`src/hpd_pkg.sv`:
```
// ==========================================================================
// port data space constants
package hpd_pkg;

  // ========================================================================
  // geometry
  localparam int unsigned NUM_PORTS  = 3;
  localparam int unsigned PORT_WIDTH = 16;
  localparam int unsigned AUX_WIDTH  = 8;
  localparam int unsigned ADDR_WIDTH = 4;
  localparam int unsigned BUS_WIDTH  = 32;

  // ========================================================================
  // byte offsets in the port space
  localparam logic [3:0] OFS_PORT2_DATA = 4'h0;
  localparam logic [3:0] OFS_PORT1_DATA = 4'h4;
  localparam logic [3:0] OFS_PORT0_DATA = 4'h8;
  localparam logic [3:0] OFS_AUX_OUT    = 4'hC;
  localparam logic [3:0] OFS_AUX_IN     = 4'hD;

  // word index (address bits 3:2) of each slot
  localparam logic [1:0] WIDX_PORT2 = 2'h0;
  localparam logic [1:0] WIDX_PORT1 = 2'h1;
  localparam logic [1:0] WIDX_PORT0 = 2'h2;
  localparam logic [1:0] WIDX_AUX   = 2'h3;

  // ========================================================================
  // byte enables
  localparam logic [3:0] BE_FULL_WORD = 4'hF;
  localparam logic [1:0] BE_LANE_NONE = 2'h0;

  // ========================================================================
  // aux output register fields
  localparam int unsigned AUX_STROBE_LSB = 0;
  localparam int unsigned AUX_GEN_LSB    = 3;
  localparam int unsigned AUX_GEN_WIDTH  = 5;

  // ========================================================================
  // reset values
  localparam logic [15:0] PORT_DATA_RESET = 16'h0000;
  localparam logic [7:0]  AUX_OUT_RESET   = 8'h00;

  // ========================================================================
  // direction and handshake protocol encodings
  localparam logic       DIR_INPUT       = 1'b0;
  localparam logic       DIR_OUTPUT      = 1'b1;
  localparam logic [1:0] HS_PROTO_NONE   = 2'h0;
  localparam logic [1:0] HS_PROTO_INTLK  = 2'h2;
  localparam logic [1:0] HS_PROTO_PULSED = 2'h3;

endpackage : hpd_pkg

```
`src/hpd_port_lane.sv`:
```
`timescale 1ns/10ps
// ==========================================================================
// one 16-bit handshake port: data word, pin drive, fifo strobes
module hpd_port_lane (
  input  wire logic                           clk,
  input  wire logic                           rst_b,
  input  wire logic                           direction,
  input  wire logic                           wrStrobe,
  input  wire logic                           rdStrobe,
  input  wire logic [hpd_pkg::PORT_WIDTH-1:0] wrWord,
  input  wire logic [hpd_pkg::PORT_WIDTH-1:0] pinIn,
  output logic      [hpd_pkg::PORT_WIDTH-1:0] readWord,
  output logic      [hpd_pkg::PORT_WIDTH-1:0] pinOut,
  output logic                                pinOe,
  output logic                                fifoPush,
  output logic                                fifoPop
);

  import hpd_pkg::*;

  logic [PORT_WIDTH-1:0] dataQ;

  // ========================================================================
  // data word
  always_ff @(posedge clk or negedge rst_b) begin
    if (!rst_b) begin
      dataQ <= PORT_DATA_RESET;
    end else if (wrStrobe) begin
      dataQ <= wrWord;
    end
  end

  // ========================================================================
  // pin drive, one data bit per line, one output enable for the whole port
  always_ff @(posedge clk or negedge rst_b) begin
    if (!rst_b) begin
      pinOut <= PORT_DATA_RESET;
      pinOe  <= 1'b0;
    end else begin
      pinOut <= wrStrobe ? wrWord : dataQ;
      pinOe  <= (direction == DIR_OUTPUT);
    end
  end

  // input mode returns the lines, output mode the stored word
  always_comb begin
    readWord = (direction == DIR_OUTPUT) ? dataQ : pinIn;
  end

  // ========================================================================
  // one pulse per word moved to or from the fifo
  always_ff @(posedge clk or negedge rst_b) begin
    if (!rst_b) begin
      fifoPush <= 1'b0;
      fifoPop  <= 1'b0;
    end else begin
      fifoPush <= wrStrobe;
      fifoPop  <= rdStrobe;
    end
  end

endmodule : hpd_port_lane

```
`src/hpd_port_data_space.sv`:
```
`timescale 1ns/10ps
module hpd_port_data_space
  import hpd_pkg::*;
(
  input  wire logic                                  clk,
  input  wire logic                                  rst_b,
  input  wire logic                                  lbReq,
  input  wire logic                                  lbWr,
  input  wire logic [hpd_pkg::ADDR_WIDTH-1:0]        lbAddr,
  input  wire logic [3:0]                            lbBe,
  input  wire logic [hpd_pkg::BUS_WIDTH-1:0]         lbWrData,
  output logic      [hpd_pkg::BUS_WIDTH-1:0]         lbRdData,
  output logic                                       lbAck,
  input  wire logic [hpd_pkg::NUM_PORTS-1:0]         portDirection,
  input  wire logic [hpd_pkg::NUM_PORTS-1:0][1:0]    portProtocolSelect,
  input  wire logic [hpd_pkg::NUM_PORTS-1:0][15:0]   portPinIn,
  output logic      [hpd_pkg::NUM_PORTS-1:0][15:0]   portPinOut,
  output logic      [hpd_pkg::NUM_PORTS-1:0]         portPinOe,
  output logic      [hpd_pkg::NUM_PORTS-1:0]         portFifoPush,
  output logic      [hpd_pkg::NUM_PORTS-1:0]         portFifoPop,
  input  wire logic                                  strobeInPort0,
  input  wire logic                                  strobeInPort1,
  input  wire logic                                  strobeInPort2,
  input  wire logic [hpd_pkg::AUX_GEN_WIDTH-1:0]     auxGenIn,
  output logic                                       strobeOutPort0,
  output logic                                       strobeOutPort1,
  output logic                                       strobeOutPort2,
  output logic      [hpd_pkg::AUX_GEN_WIDTH-1:0]     auxGenOut,
  output logic      [hpd_pkg::NUM_PORTS-1:0]         hsInterlocked,
  output logic      [hpd_pkg::NUM_PORTS-1:0]         hsPulsed
);

  import hpd_pkg::*;

  typedef enum logic {ST_IDLE, ST_HIGH} hpd_seq_state_e;

  hpd_seq_state_e           stateQ;
  hpd_seq_state_e           stateD;
  logic [1:0]               savedPortQ;
  logic                     savedWrQ;
  logic [PORT_WIDTH-1:0]    savedHighQ;
  logic [AUX_WIDTH-1:0]     auxOutQ;
  logic [AUX_WIDTH-1:0]     auxInWord;
  logic [1:0]               wordIdx;
  logic                     reqPort;
  logic                     reqAux;
  logic                     reqSplit;
  logic                     xferValid;
  logic                     xferWr;
  logic                     xferHigh;
  logic [1:0]               xferPort;
  logic [PORT_WIDTH-1:0]    xferWrWord;
  logic                     finish;
  logic [NUM_PORTS-1:0]     laneWr;
  logic [NUM_PORTS-1:0]     laneRd;
  logic [NUM_PORTS-1:0][PORT_WIDTH-1:0] laneReadWord;

  // ========================================================================
  // request decode
  always_comb begin
    wordIdx  = lbAddr[3:2];
    reqPort  = lbReq && (stateQ == ST_IDLE) && (wordIdx != WIDX_AUX);
    reqAux   = lbReq && (stateQ == ST_IDLE) && (wordIdx == WIDX_AUX);
    reqSplit = reqPort && (lbBe == BE_FULL_WORD);
  end

  // ========================================================================
  // halfword transfer sequencer
  always_comb begin
    stateD     = stateQ;
    xferValid  = 1'b0;
    xferWr     = 1'b0;
    xferHigh   = 1'b0;
    xferPort   = 2'h0;
    xferWrWord = lbWrData[15:0];
    finish     = 1'b0;
    case (stateQ)
      ST_IDLE: begin
        if (reqPort) begin
          xferValid = 1'b1;
          xferWr    = lbWr;
          // port number runs opposite to word index
          xferPort  = 2'(WIDX_PORT0 - wordIdx);
          // lower address halfword goes first on a split access
          xferHigh  = !reqSplit && (lbBe[1:0] == BE_LANE_NONE);
          xferWrWord = xferHigh ? lbWrData[31:16] : lbWrData[15:0];
          if (reqSplit) begin
            stateD = ST_HIGH;
          end else begin
            finish = 1'b1;
          end
        end else if (reqAux) begin
          finish = 1'b1;
        end
      end
      ST_HIGH: begin
        xferValid  = 1'b1;
        xferWr     = savedWrQ;
        xferHigh   = 1'b1;
        xferPort   = savedPortQ;
        xferWrWord = savedHighQ;
        finish     = 1'b1;
        stateD     = ST_IDLE;
      end
      default: begin
        stateD = ST_IDLE;
      end
    endcase
  end

  always_ff @(posedge clk or negedge rst_b) begin
    if (!rst_b) begin
      stateQ <= ST_IDLE;
    end else begin
      stateQ <= stateD;
    end
  end

  // second half of a split access is held here
  always_ff @(posedge clk or negedge rst_b) begin
    if (!rst_b) begin
      savedPortQ <= 2'h0;
      savedWrQ   <= 1'b0;
      savedHighQ <= PORT_DATA_RESET;
    end else if (reqSplit) begin
      savedPortQ <= xferPort;
      savedWrQ   <= lbWr;
      savedHighQ <= lbWrData[31:16];
    end
  end

  // ========================================================================
  // port lanes
  genvar gp;
  generate
    for (gp = 0; gp < NUM_PORTS; gp++) begin : g_lane
      assign laneWr[gp] = xferValid && xferWr && (xferPort == 2'(gp));
      assign laneRd[gp] = xferValid && !xferWr && (xferPort == 2'(gp));

      hpd_port_lane u_lane (
        .clk       (clk),
        .rst_b     (rst_b),
        .direction (portDirection[gp]),
        .wrStrobe  (laneWr[gp]),
        .rdStrobe  (laneRd[gp]),
        .wrWord    (xferWrWord),
        .pinIn     (portPinIn[gp]),
        .readWord  (laneReadWord[gp]),
        .pinOut    (portPinOut[gp]),
        .pinOe     (portPinOe[gp]),
        .fifoPush  (portFifoPush[gp]),
        .fifoPop   (portFifoPop[gp])
      );

      // 01 is not a defined protocol and acts as none
      always_ff @(posedge clk or negedge rst_b) begin
        if (!rst_b) begin
          hsInterlocked[gp] <= 1'b0;
          hsPulsed[gp]      <= 1'b0;
        end else begin
          hsInterlocked[gp] <= (portProtocolSelect[gp] == HS_PROTO_INTLK);
          hsPulsed[gp]      <= (portProtocolSelect[gp] == HS_PROTO_PULSED);
        end
      end
    end
  endgenerate

  // ========================================================================
  // aux ports
  always_comb begin
    auxInWord = {auxGenIn, strobeInPort2, strobeInPort1, strobeInPort0};
  end

  always_ff @(posedge clk or negedge rst_b) begin
    if (!rst_b) begin
      auxOutQ <= AUX_OUT_RESET;
    end else if (reqAux && lbWr && lbBe[0]) begin
      // lane 1 (input register) and lanes 2-3 (reserved) drop writes
      auxOutQ <= lbWrData[7:0];
    end
  end

  always_ff @(posedge clk or negedge rst_b) begin
    if (!rst_b) begin
      strobeOutPort0 <= 1'b0;
      strobeOutPort1 <= 1'b0;
      strobeOutPort2 <= 1'b0;
      auxGenOut      <= AUX_OUT_RESET[AUX_GEN_LSB +: AUX_GEN_WIDTH];
    end else begin
      strobeOutPort0 <= auxOutQ[AUX_STROBE_LSB];
      strobeOutPort1 <= auxOutQ[AUX_STROBE_LSB + 1];
      strobeOutPort2 <= auxOutQ[AUX_STROBE_LSB + 2];
      auxGenOut      <= auxOutQ[AUX_GEN_LSB +: AUX_GEN_WIDTH];
    end
  end

  // ========================================================================
  // read data and acknowledge
  always_ff @(posedge clk or negedge rst_b) begin
    if (!rst_b) begin
      lbRdData <= '0;
    end else if (reqAux) begin
      // reserved lanes 2-3 read as zero
      lbRdData <= {16'h0000, auxInWord, auxOutQ};
    end else if (xferValid && !xferWr) begin
      if (xferHigh && (stateQ == ST_HIGH)) begin
        lbRdData[31:16] <= laneReadWord[xferPort];
      end else if (xferHigh) begin
        // single access on the upper lane, lower lane reads zero
        lbRdData        <= {laneReadWord[xferPort], 16'h0000};
      end else begin
        lbRdData        <= {16'h0000, laneReadWord[xferPort]};
      end
    end else if (reqPort) begin
      lbRdData <= '0;
    end
  end

  always_ff @(posedge clk or negedge rst_b) begin
    if (!rst_b) begin
      lbAck <= 1'b0;
    end else begin
      lbAck <= finish;
    end
  end

endmodule : hpd_port_data_space

```
`config.mk`:
```
export PLATFORM = sky130hd
export DESIGN_NAME = hpd_port_data_space
export DESIGN_NICKNAME = d
export VERILOG_FILES = /design/src/hpd_pkg.sv /design/src/hpd_port_lane.sv /design/src/hpd_port_data_space.sv
export SDC_FILE = /design/constraint.sdc
export NUM_CORES = 1
export LEC_CHECK = 0
export ABC_AREA = 0
export BUFFER_PORTS_ARGS = -buffer_cell sky130_fd_sc_hd__buf_4
export CAP_MARGIN = 40
export CORE_MARGIN = 2
export CORE_UTILIZATION = 50
export CTS_CLUSTER_SIZE = 12
export DETAILED_ROUTE_END_ITERATION = 8
export PLACE_DENSITY = 0.87
export SYNTH_ARGS = -nofsm -noshare
export SYNTH_HDL_FRONTEND = slang
export SYNTH_SLANG_ARGS = --single-unit
```
`constraint.sdc`:
```
create_clock -name clk -period 2.45 [get_ports clk]
set_input_delay 0.245 -clock clk [delete_from_list [all_inputs] [get_ports clk]]
set_output_delay 0.245 -clock clk [all_outputs]
set_load 0.05 [all_outputs]
```
# After elaboration in Yosys (flattened, before gate mapping)
# Cells that the tools add are included.
# Widths: inputs -> output; s select.
# totals
ff_bits	132
output_inout_bits	104
elab_cells	96
# classes
add_sub_neg	1
order_cmp	1
eq_ne	12
muxes	29
n_bitwise	1
reduce_logical	22
# op_table
op	n
$mux 16	8
$mux 32	4
$bmux 16 s2	1
$pmux 16 s2	1
$eq 2x2->1 const B	8
$logic_and 1x1->1	16
$pmux 1 s2	5
$mux 1	8
$eq 4x4->1 const B	1
$logic_not 2->1	2
$pmux 2 s2	1
$lt 2x3->1 const B	1
$ne 3x3->1 const B	1
$reduce_bool 3->1	1
$eq 2x1->1 const B	1
$logic_not 1->1	2
$mux 2	1
$ne 2x2->1 const B	1
$reduce_and 2->1	1
$sub 2x2->2 const A	1
$not 1->1	1

# Longest topological paths before layout
# Gate-level depths: netlist of run 1.
# logic_depth
ltp_word	12
mapped_depth	7

# Modules after synthesis
# A second synthesis of run 1 with hierarchy kept.
# hier_totals
cells_unflattened	550
hier_area_um2	6840.3
# by_module_without_submodules
mod	instances	cells_per_inst	area_per_inst_um2
hpd_port_data_space	1	385	3920.0
hpd_port_lane	3	55	973.4

# Worst setup path before layout of run 1
# No wires, ideal clock.
# synth_path
path_kind	input to register
from	input lbAddr[2] in the netlist's numbering
to	register g_lane[2].u_lane.dataQ[10]
setup_time_ps	125
arrival_time_ps	1972
required_ps	2325
slack_ps	353
path_stages	6
path_cell_list	ha_1 > nor4b_4 > o211a_4 > a21boi_4 > buf_6 > mux2_2
# synth_between
word_cells_on_any_way	18
cone_classes	add/sub: 1; eq/ne: 2; mux: 9; reduce/logical: 6
# synth_rtl
element	line_no	source
start: declaration	hpd_port_data_space.sv:9	input wire logic [hpd_pkg::ADDR_WIDTH-1:0] lbAddr,
parallel branches: the longest is 5 deep, another holds $sub 2x2->2	-	
$logic_and 1x1->1 *	hpd_port_data_space.sv:137	assign laneWr[gp] = xferValid && xferWr && (xferPort == 2'(gp));
named net g_lane[2].u_lane.wrStrobe	hpd_port_lane.sv:8	input wire logic wrStrobe,
end signal: assignment	hpd_port_lane.sv:29	dataQ <= wrWord;
end: declaration	hpd_port_lane.sv:21	logic [PORT_WIDTH-1:0] dataQ;
# Mark *: on every way through the listed nets, which the timed path passes.
# A chain may end at the register's enable or synchronous reset.

# Final worst setup path of run 1
# layout_path
from	register stateQ
to	register g_lane[2].u_lane.dataQ[7]
# layout_between
elab_chain_len	9
word_cells_on_any_way	18
cone_classes	eq/ne: 1; mux: 9; bitwise: 1; reduce/logical: 7
# layout_lines
element	line_no	source
start: declaration	hpd_port_data_space.sv:37	hpd_seq_state_e stateQ;
start signal: assignment	hpd_port_data_space.sv:115	stateQ <= stateD;
$not 1->1	-	
$logic_and 1x1->1 (2 in a row)	hpd_port_data_space.sv:62	reqPort = lbReq && (stateQ == ST_IDLE) && (wordIdx != WIDX_AUX);
$logic_and 1x1->1	hpd_port_data_space.sv:64	reqSplit = reqPort && (lbBe == BE_FULL_WORD);
$logic_not 1->1	hpd_port_data_space.sv:85	xferHigh = !reqSplit && (lbBe[1:0] == BE_LANE_NONE);
$logic_and 1x1->1	hpd_port_data_space.sv:85	
$mux 16	hpd_port_data_space.sv:86	xferWrWord = xferHigh ? lbWrData[31:16] : lbWrData[15:0];
$mux 16	hpd_port_data_space.sv:79	if (reqPort) begin
$pmux 16 s2	hpd_port_data_space.sv:77	case (stateQ)
# Several ways; a longest one is shown, not always the timed one.

==> results of run 1 <==
## final timing paths
path	depth (start not counted)	startpoint	end
max in group asynchronous	3	rst_b	auxGenOut[3]$_DFF_PN0_
max reg2reg	5	stateQ$_DFF_PN0_	g_lane[2].u_lane.dataQ[7]$_DFFE_PN0P_
min	2	lbBe[3]	lbAck$_DFF_PN0_
min reg2reg	0	auxOutQ[6]$_DFFE_PN0P_	auxGenOut[3]$_DFF_PN0_
min in group asynchronous	2	rst_b	g_lane[1].u_lane.dataQ[3]$_DFFE_PN0P_
max	5	stateQ$_DFF_PN0_	g_lane[2].u_lane.dataQ[7]$_DFFE_PN0P_
## metal layers
| layer | track usage, % | vias up |
|---|---|---|
| li1 | - | 2507 |
| met1 | 42.6 | 2896 |
| met2 | 50.6 | 347 |
| met3 | 5.66 | 61 |
| met4 | 12.7 | 2 |
| met5 | 0 | - |
## stage by stage
step / cell area [sq um] / hold slack, ns / setup slack [ns] / std cells / utilization (%)
after global placement: 8180 / 0.312 / 0.186 / 927 / 65.1
after floorplan: 6420 / -0.0506 / 0.353 / 570 / -
after global routing: 8820 / 0.0193 / 0.125 / 964 / 70.2
after CTS: 8820 / 0.0165 / 0.108 / 964 / 70.2
final: 8820 / 0.0241 / 0.191 / 964 / 70.2
after detailed placement: 8190 / 0.308 / 0.125 / 928 / 65.2
## kinds of logic (layout without fill, tap and decap cells)
kind of cell             count (synthesis)  in the layout  share of synthesized area [%]
adder cells (fa/ha/maj)                  1              1                          0.195
AO/OA/AOI/OAI                          109            109                           10.7
flip-flops                             132            132                           51.5
buffers and inverters                   50            272                           4.04
multiplexers                           121            121                           20.4
AND/OR/NAND/NOR                        157            157                           13.2
## critical path, cell delays in order, from the launching register on
cell and delay [ns]:
dfrtp_1 0.69, and2_0 0.49, o211a_4 0.23, a21boi_4 0.19, buf_12 0.19, mux2_2 0.36
## layout make-up
cell class	instances	area, sq um
clock inverters	13	150
fillers	899	3750
flip-flops and latches	132	3300
repair buffers	238	1850
well taps	172	215
multi-input cells	388	2860
clock buffers	19	433
inverters	2	7.51
## registers in the layout (all words and copies together) (netlist names)
signal and count:
lbAck 1, g_lane.u_lane.fifoPop 3, hsInterlocked 3, stateQ 1
g_lane.u_lane.dataQ 48, auxGenOut 5, lbRdData 32, savedWrQ 1
strobeOutPort2 1, strobeOutPort0 1, savedHighQ 16, g_lane.u_lane.fifoPush 3
g_lane.u_lane.pinOe 3, hsPulsed 3, auxOutQ 8, savedPortQ 2
strobeOutPort1 1
## layout by cell type (no fill, tap or decap), types with 3 or more instances in the layout
master and count:
o21ai_1 4, mux2i_1 42, o221ai_1 12, o21ai_0 42, a21oi_1 10, nor2b_1 5, clkinv_4 5, buf_4 228
nor2_1 34, inv_6 3, a31oi_1 27, nand4_1 10, clkbuf_16 17, and2_1 4, nand2_1 39, nand3_1 37
mux2_2 78, o211ai_1 10, dfrtp_1 132, nand3b_1 11, dlygate4sd3_1 4, buf_12 4
## what timing repair did
action | in CTS | in global routing
endpoints found under the hold margin | 74 | 0
gates resized for setup | 0 | 1
hold buffers | 4 | 0
endpoints found under the setup margin | 0 | 7
## power groups by stage
stage | Sequential, W | Clock (W) | Combinational (W)
6_report | 0.00302 | 0.00249 | 0.00288
5_1_grt | 0.00306 | 0.00262 | 0.00301
4_1_cts | 0.00300 | 0.00251 | 0.00288
3_5_place_dp | 0.00303 | 0 | 0.00285
3_3_place_gp | 0.00300 | 0 | 0.00280
2_1_floorplan | 0.00405 | 0 | 0.000714
==> reports/results.ini, run 1 <==
[status]
outcome = complete, no violations

[power_and_ir_drop]
p_clk_share_pct = 29.7
pwr_density_cell_nw_per_um2 = 952
peakVddDrop_uv = 707
p_leak_nw = 4.13
comb_power_share_pct = 34.3
power_w = 0.00840
power_switching_w = 0.00327
power_frac_seq_pct = 36.0
intPower_w = 0.00512
swShare_pct = 39.0

[route]
wirelength_microns = 21400
wire_per_inst_microns = 22.2
via_per_inst = 6.03
firstDrtPassIters = 5
drc_errors = 0
drtIter0Drc = 658
wl_met2_microns = 10600
wl_met3_microns = 1570
vias = 5813
wirelength_met1_microns = 8650
top_layer = met5
antenna_left = 0

[grt]
grt_pass1_vias = 5508
grt.total_usage_pct = 31.5
grt_start_max_net_pins = 75
antenna_found_initial = 1
gr-total-overflow = 0
grt_first_pass_wirelength_microns = 31700

[floorplanning]
die_h_microns = 117
die_area_sq_um = 13800
io_pins = 213
rows = 41
die_w_microns = 117
core_area_sq_um = 12600
initial_core_util_pct = 51.1

[timing]
worst_pin_slew_ns = 0.700
setup_viol = 0
fin_crit_ns = 2.26
hold_violations = 0
max_freq_mhz = 443
setup_tns_ns = 0
drv_slew = 0
post-route-period-util_pct = 92.2
maxSlewHeadroom_pct = 53.3
rsz0062_at_grt = false
worst_clock_skew_ns = 0.00955

[logic_synthesis]
async_reset_ff_share_pct = 100
ys_top_cells_by_area = dfrtp_1 (51%), mux2_2 (14%), mux2i_1 (6.6%)
synth.largest_area_cell = dfrtp_1
yosysSeqAreaShare_pct = 51.5
synth-seq-cells = 132
avgSynthCellArea_sq_um = 11.3
synth_cells = 570
synth_edf_count = 0
yosysMostFrequentCell = dfrtp_1
syn_area_sq_um = 6420
yosys.area.top_type_share_pct = 51.5
synth_cell_types = 41
yosys-top-cells-count = dfrtp_1 (132), mux2_2 (78), mux2i_1 (42), o21ai_0 (42), nand2_1 (39)
ys.flop_type = dfrtp_1
synth.net_count = 680
yosys_warnings = 0

[worst_hold_path]
hp-class = in -> reg

[flow_run]
maxCapViolCount = 0

[setup_path]
worst_setup_path_end_kind = register
rrSetupSlack_ns = 0.19
worst_ep_arrival_time_ns = 2.55
worst-path-max-fanout = 17
crit_type = reg -> reg
cp_data_required_time_ns = 2.74
critical_path.startpoint_type = register

[cts]
cts_tree = built
clkTransAtPathRegs_ns = 0.06
htree_levels = 4
clk_latency_ns = 0.41
cts_buffers = 17
clock-sinks = 132
post_cts_buffers = 0
root_buffer = clkbuf_16
cts_buffer_depth = 2

[placement]
gp_congestion = 0.878
io_buffer_count = 210
dpl.hpwl_microns = 16000

[finish]
drive_gt1_share_pct = 44.8
num-nets-final = 889
area_growth_pct = 37.5
diodes = 0

(Power assumes the default switching activity.)
==> run 2: changes to the inputs <==
--- a/config.mk
+++ b/config.mk
@@ -5,14 +5,14 @@
 export SDC_FILE = /design/constraint.sdc
 export NUM_CORES = 1
 export LEC_CHECK = 0
-export ABC_AREA = 0
+export ABC_AREA = 1
 export BUFFER_PORTS_ARGS = -buffer_cell sky130_fd_sc_hd__buf_4
 export CAP_MARGIN = 40
 export CORE_MARGIN = 2
-export CORE_UTILIZATION = 50
+export CORE_UTILIZATION = 51
 export CTS_CLUSTER_SIZE = 12
 export DETAILED_ROUTE_END_ITERATION = 8
-export PLACE_DENSITY = 0.87
+export PLACE_DENSITY = 0.88
 export SYNTH_ARGS = -nofsm -noshare
 export SYNTH_HDL_FRONTEND = slang
 export SYNTH_SLANG_ARGS = --single-unit
==> run 2 against run 1 <==
Worst setup slack better by 0.15 ns. Non-clock buffer count down 9. Count of clock-buffer cells in the layout unchanged. Clock power up 12%. Sequential power down 5%. Final cell count up 27%.
==> reports/results.ini, run 2 <==
[route]
top_layer = met4
wl_met2_microns = 9380  ; -11%
wire_per_inst_microns = 16.7  ; -25%
firstDrtPassIters = 6  ; +1
drc_errors = 0  ; unchanged
vias = 6303  ; +8.4%
wl_met3_microns = 1890  ; +21%
wirelength_microns = 20300  ; -5.1%
wirelength_met1_microns = 8310  ; -3.9%
via_per_inst = 5.16  ; -14%
drtIter0Drc = 713  ; +8.4%
antenna_left = 0  ; unchanged

[logic_synthesis]
ys.flop_type = dfrtp_1
synth-seq-cells = 132  ; unchanged
yosysMostFrequentCell = nand2_1
syn_area_sq_um = 6520  ; +1.6%
ys_top_cells_by_area = dfrtp_1 (51%), nand2_1 (20%), o21ai_0 (6.6%)
synth_edf_count = 0  ; unchanged
yosys.area.top_type_share_pct = 50.7  ; -0.83 points
synth_cells = 838  ; +47%
avgSynthCellArea_sq_um = 7.78  ; -31%
yosys_warnings = 0  ; unchanged
synth.net_count = 948  ; +39%
async_reset_ff_share_pct = 100  ; unchanged
yosys-top-cells-count = nand2_1 (339), dfrtp_1 (132), inv_1 (87)
yosysSeqAreaShare_pct = 50.7  ; -0.83 points
synth_cell_types = 28  ; -32%
synth.largest_area_cell = dfrtp_1

[floorplanning]
initial_core_util_pct = 51.9  ; +0.84 points
io_pins = 213  ; unchanged
rows = 41  ; unchanged
die_h_microns = 117  ; -0.17%
die_area_sq_um = 13700  ; -0.34%
die_w_microns = 117  ; -0.17%
core_area_sq_um = 12600  ; unchanged

[timing]
hold_violations = 0  ; unchanged
max_freq_mhz = 474  ; +7.1%
rsz0062_at_grt = false
holdWs_ns = 0.0105  ; -0.0135 ns
worst_clock_skew_ns = 0.0128  ; +0.00322 ns
setup_viol = 0  ; unchanged
worst_pin_slew_ns = 0.647  ; -0.0531 ns
drv_slew = 0  ; unchanged
fin_crit_ns = 2.11  ; -0.150 ns
setup_tns_ns = 0  ; unchanged
maxSlewHeadroom_pct = 56.7  ; +3.4 points
post-route-period-util_pct = 86.1  ; -6.1 points

[cts]
post_cts_resized = 0  ; unchanged
cts_buffers = 17  ; unchanged
root_buffer = clkbuf_16
clkTransAtPathRegs_ns = 0.06  ; about the same
clk_latency_ns = 0.42  ; about the same
cts_tree = built
post_cts_buffers = 0  ; unchanged
htree_levels = 4  ; unchanged
cts_buffer_depth = 2  ; unchanged
cts_hold_buf = 4  ; unchanged
clock-sinks = 132  ; unchanged

[finish]
num-nets-final = 1146  ; +29%
final_common_cell = nand2_1
fin_cells = 1221  ; +27%
diodes = 0  ; unchanged
multiInputGateArea_sq_um = 2580  ; -9.8%
fillers = 962  ; +7.0%
seq_area_sq_um = 3300  ; unchanged
area_growth_pct = 35.9
largest_registers = g_lane.u_lane.dataQ (48), lbRdData (32), savedHighQ (16)
drive_gt1_share_pct = 26.3  ; -19 points
layout_common_cells = nand2_1 (339), buf_4 (222), dfrtp_1 (132)
largest_reg_flops = 48  ; unchanged
regMostFlops = g_lane.u_lane.dataQ

[power_and_ir_drop]
power_frac_seq_pct = 34.2  ; -1.8 points
power_switching_w = 0.00316  ; -3.5%
intPower_w = 0.00522  ; +1.9%
swShare_pct = 37.7  ; -1.3 points
p_clk_share_pct = 33.3  ; +3.6 points
pwr_density_cell_nw_per_um2 = 946  ; -0.67%
peakVddDrop_uv = 496  ; -30%
p_leak_nw = 4.89  ; +18%
comb_power_share_pct = 32.5  ; -1.8 points

[grt]
gr-total-overflow = 0  ; unchanged
antenna_found_initial = 0  ; -1
grt.total_usage_pct = 30.5  ; -0.99 points
grt_pass1_vias = 6151  ; +12%
grt_first_pass_wirelength_microns = 31500  ; -0.54%
grt_start_max_net_pins = 67  ; -11%

[status]
outcome = complete, no violations

[setup_path]
crit_type = reg -> reg
r2r_end = g_lane[1].u_lane.dataQ[1]$_DFFE_PN0P_
r2r.worst_path.cells = 8  ; +3
cp_data_required_time_ns = 2.78  ; +0.04 ns
rrSetupSlack_ns = 0.34  ; +0.15 ns
worst_setup_path_end_kind = register
worst-path-max-fanout = 32  ; +15
r2r_start = stateQ$_DFF_PN0_
worst_ep_arrival_time_ns = 2.44  ; -0.11 ns
critical_path.startpoint_type = register

[worst_hold_path]
hold_path_end = hsPulsed[2]$_DFF_PN0_
holdCritStartpoint = portProtocolSelect[5]
hold_depth = 3  ; +1
hp-class = in -> reg

[flow_run]
maxCapViolCount = 0  ; unchanged

[placement]
gp_congestion = 0.902  ; +2.7%
io_buffer_count = 210  ; unchanged
dpl.hpwl_microns = 14600  ; -8.3%
dpl.cell_count = 1185  ; +28%

run 2: cell count changes after synthesis, sizes merged, moves of 9 or more:
| cell | change |
|---|---|
| nand3b | -11 |
| a31oi | -27 |
| nand2 | +304 |
| o211ai | -9 |
| nand3 | +34 |
| nor2 | -22 |
| o221ai | -12 |
| o21ai | +60 |
| mux2 | -79 |
| a21oi | -9 |
| inv | +92 |
| a22o | +12 |
| buf | +10 |
| mux2i | -31 |
run 2: cell families after synthesis:
| kind of cell | synth area share, % |
|---|---|
| simple gates | 27.4 |
| compound gates | 10.2 |
| buf+inv | 9.82 |
| fa+ha+maj | 0.192 |
| mux | 1.69 |
| flops | 50.7 |
run 2: metal layers:
metal  global-route usage [%]  up-vias
met1                     39.2     2890
met4                     13.4        0
li1                         -     3024
met5                        0        -
met2                     47.9      327
met3                     9.53       62
run 2: power groups by stage:
| stage | clock network, W | registers [W] | logic, W |
|---|---|---|---|
| finish | 0.00279 | 0.00287 | 0.00272 |
| global route | 0.00290 | 0.00291 | 0.00290 |
| CTS | 0.00280 | 0.00286 | 0.00272 |
| detailed placement | 0 | 0.00288 | 0.00268 |
| global placement | 0 | 0.00287 | 0.00264 |
| floorplan | 0 | 0.00389 | 0.000697 |
run 2: how the worst max path moves through the flow:
| stage | from | end | slack [ns] | cells after the start |
|---|---|---|---|---|
| floorplan | stateQ$_DFF_PN0_ | g_lane[2].u_lane.dataQ[11]$_DFFE_PN0P_ | 0.90 | 11 |
| global placement | stateQ$_DFF_PN0_ | g_lane[1].u_lane.dataQ[2]$_DFFE_PN0P_ | 0.46 | 7 |
| detailed placement | stateQ$_DFF_PN0_ | g_lane[1].u_lane.dataQ[6]$_DFFE_PN0P_ | 0.40 | 7 |
| CTS | stateQ$_DFF_PN0_ | g_lane[1].u_lane.dataQ[2]$_DFFE_PN0P_ | 0.36 | 7 |
| global route | stateQ$_DFF_PN0_ | g_lane[1].u_lane.dataQ[1]$_DFFE_PN0P_ | 0.16 | 8 |
| finish | stateQ$_DFF_PN0_ | g_lane[1].u_lane.dataQ[1]$_DFFE_PN0P_ | 0.34 | 8 |
run 2: layout make-up:
type,instances,area share [%]
clock buffer,19,5.00
multi-input combinational,563,29.1
clock inverter,13,2.33
tap,172,2.43
inverter,93,3.97
sequential,132,37.3
timing repair buffer,229,19.9
run 2: metrics by stage:
step           setup WS [ns]  power [W]  utilization, %  cell area [sq um]
2_1_floorplan          0.903    0.00458               -               6520
3_3_place_gp           0.456    0.00551            64.8               8150
3_5_place_dp           0.398    0.00557            65.0               8170
4_1_cts                0.356    0.00838            70.5               8860
5_1_grt                0.160    0.00871            70.5               8860
6_report               0.341    0.00838            70.5               8860
run 2: worst max-delay path: stages, from the launching register on:
cell	delay (ns)
dfrtp_1	0.38
inv_2	0.12
buf_4	0.26
nand4_1	0.18
nand2_1	0.19
nand2_2	0.10
nor2_4	0.52
nand2_1	0.13
o21ai_0	0.13
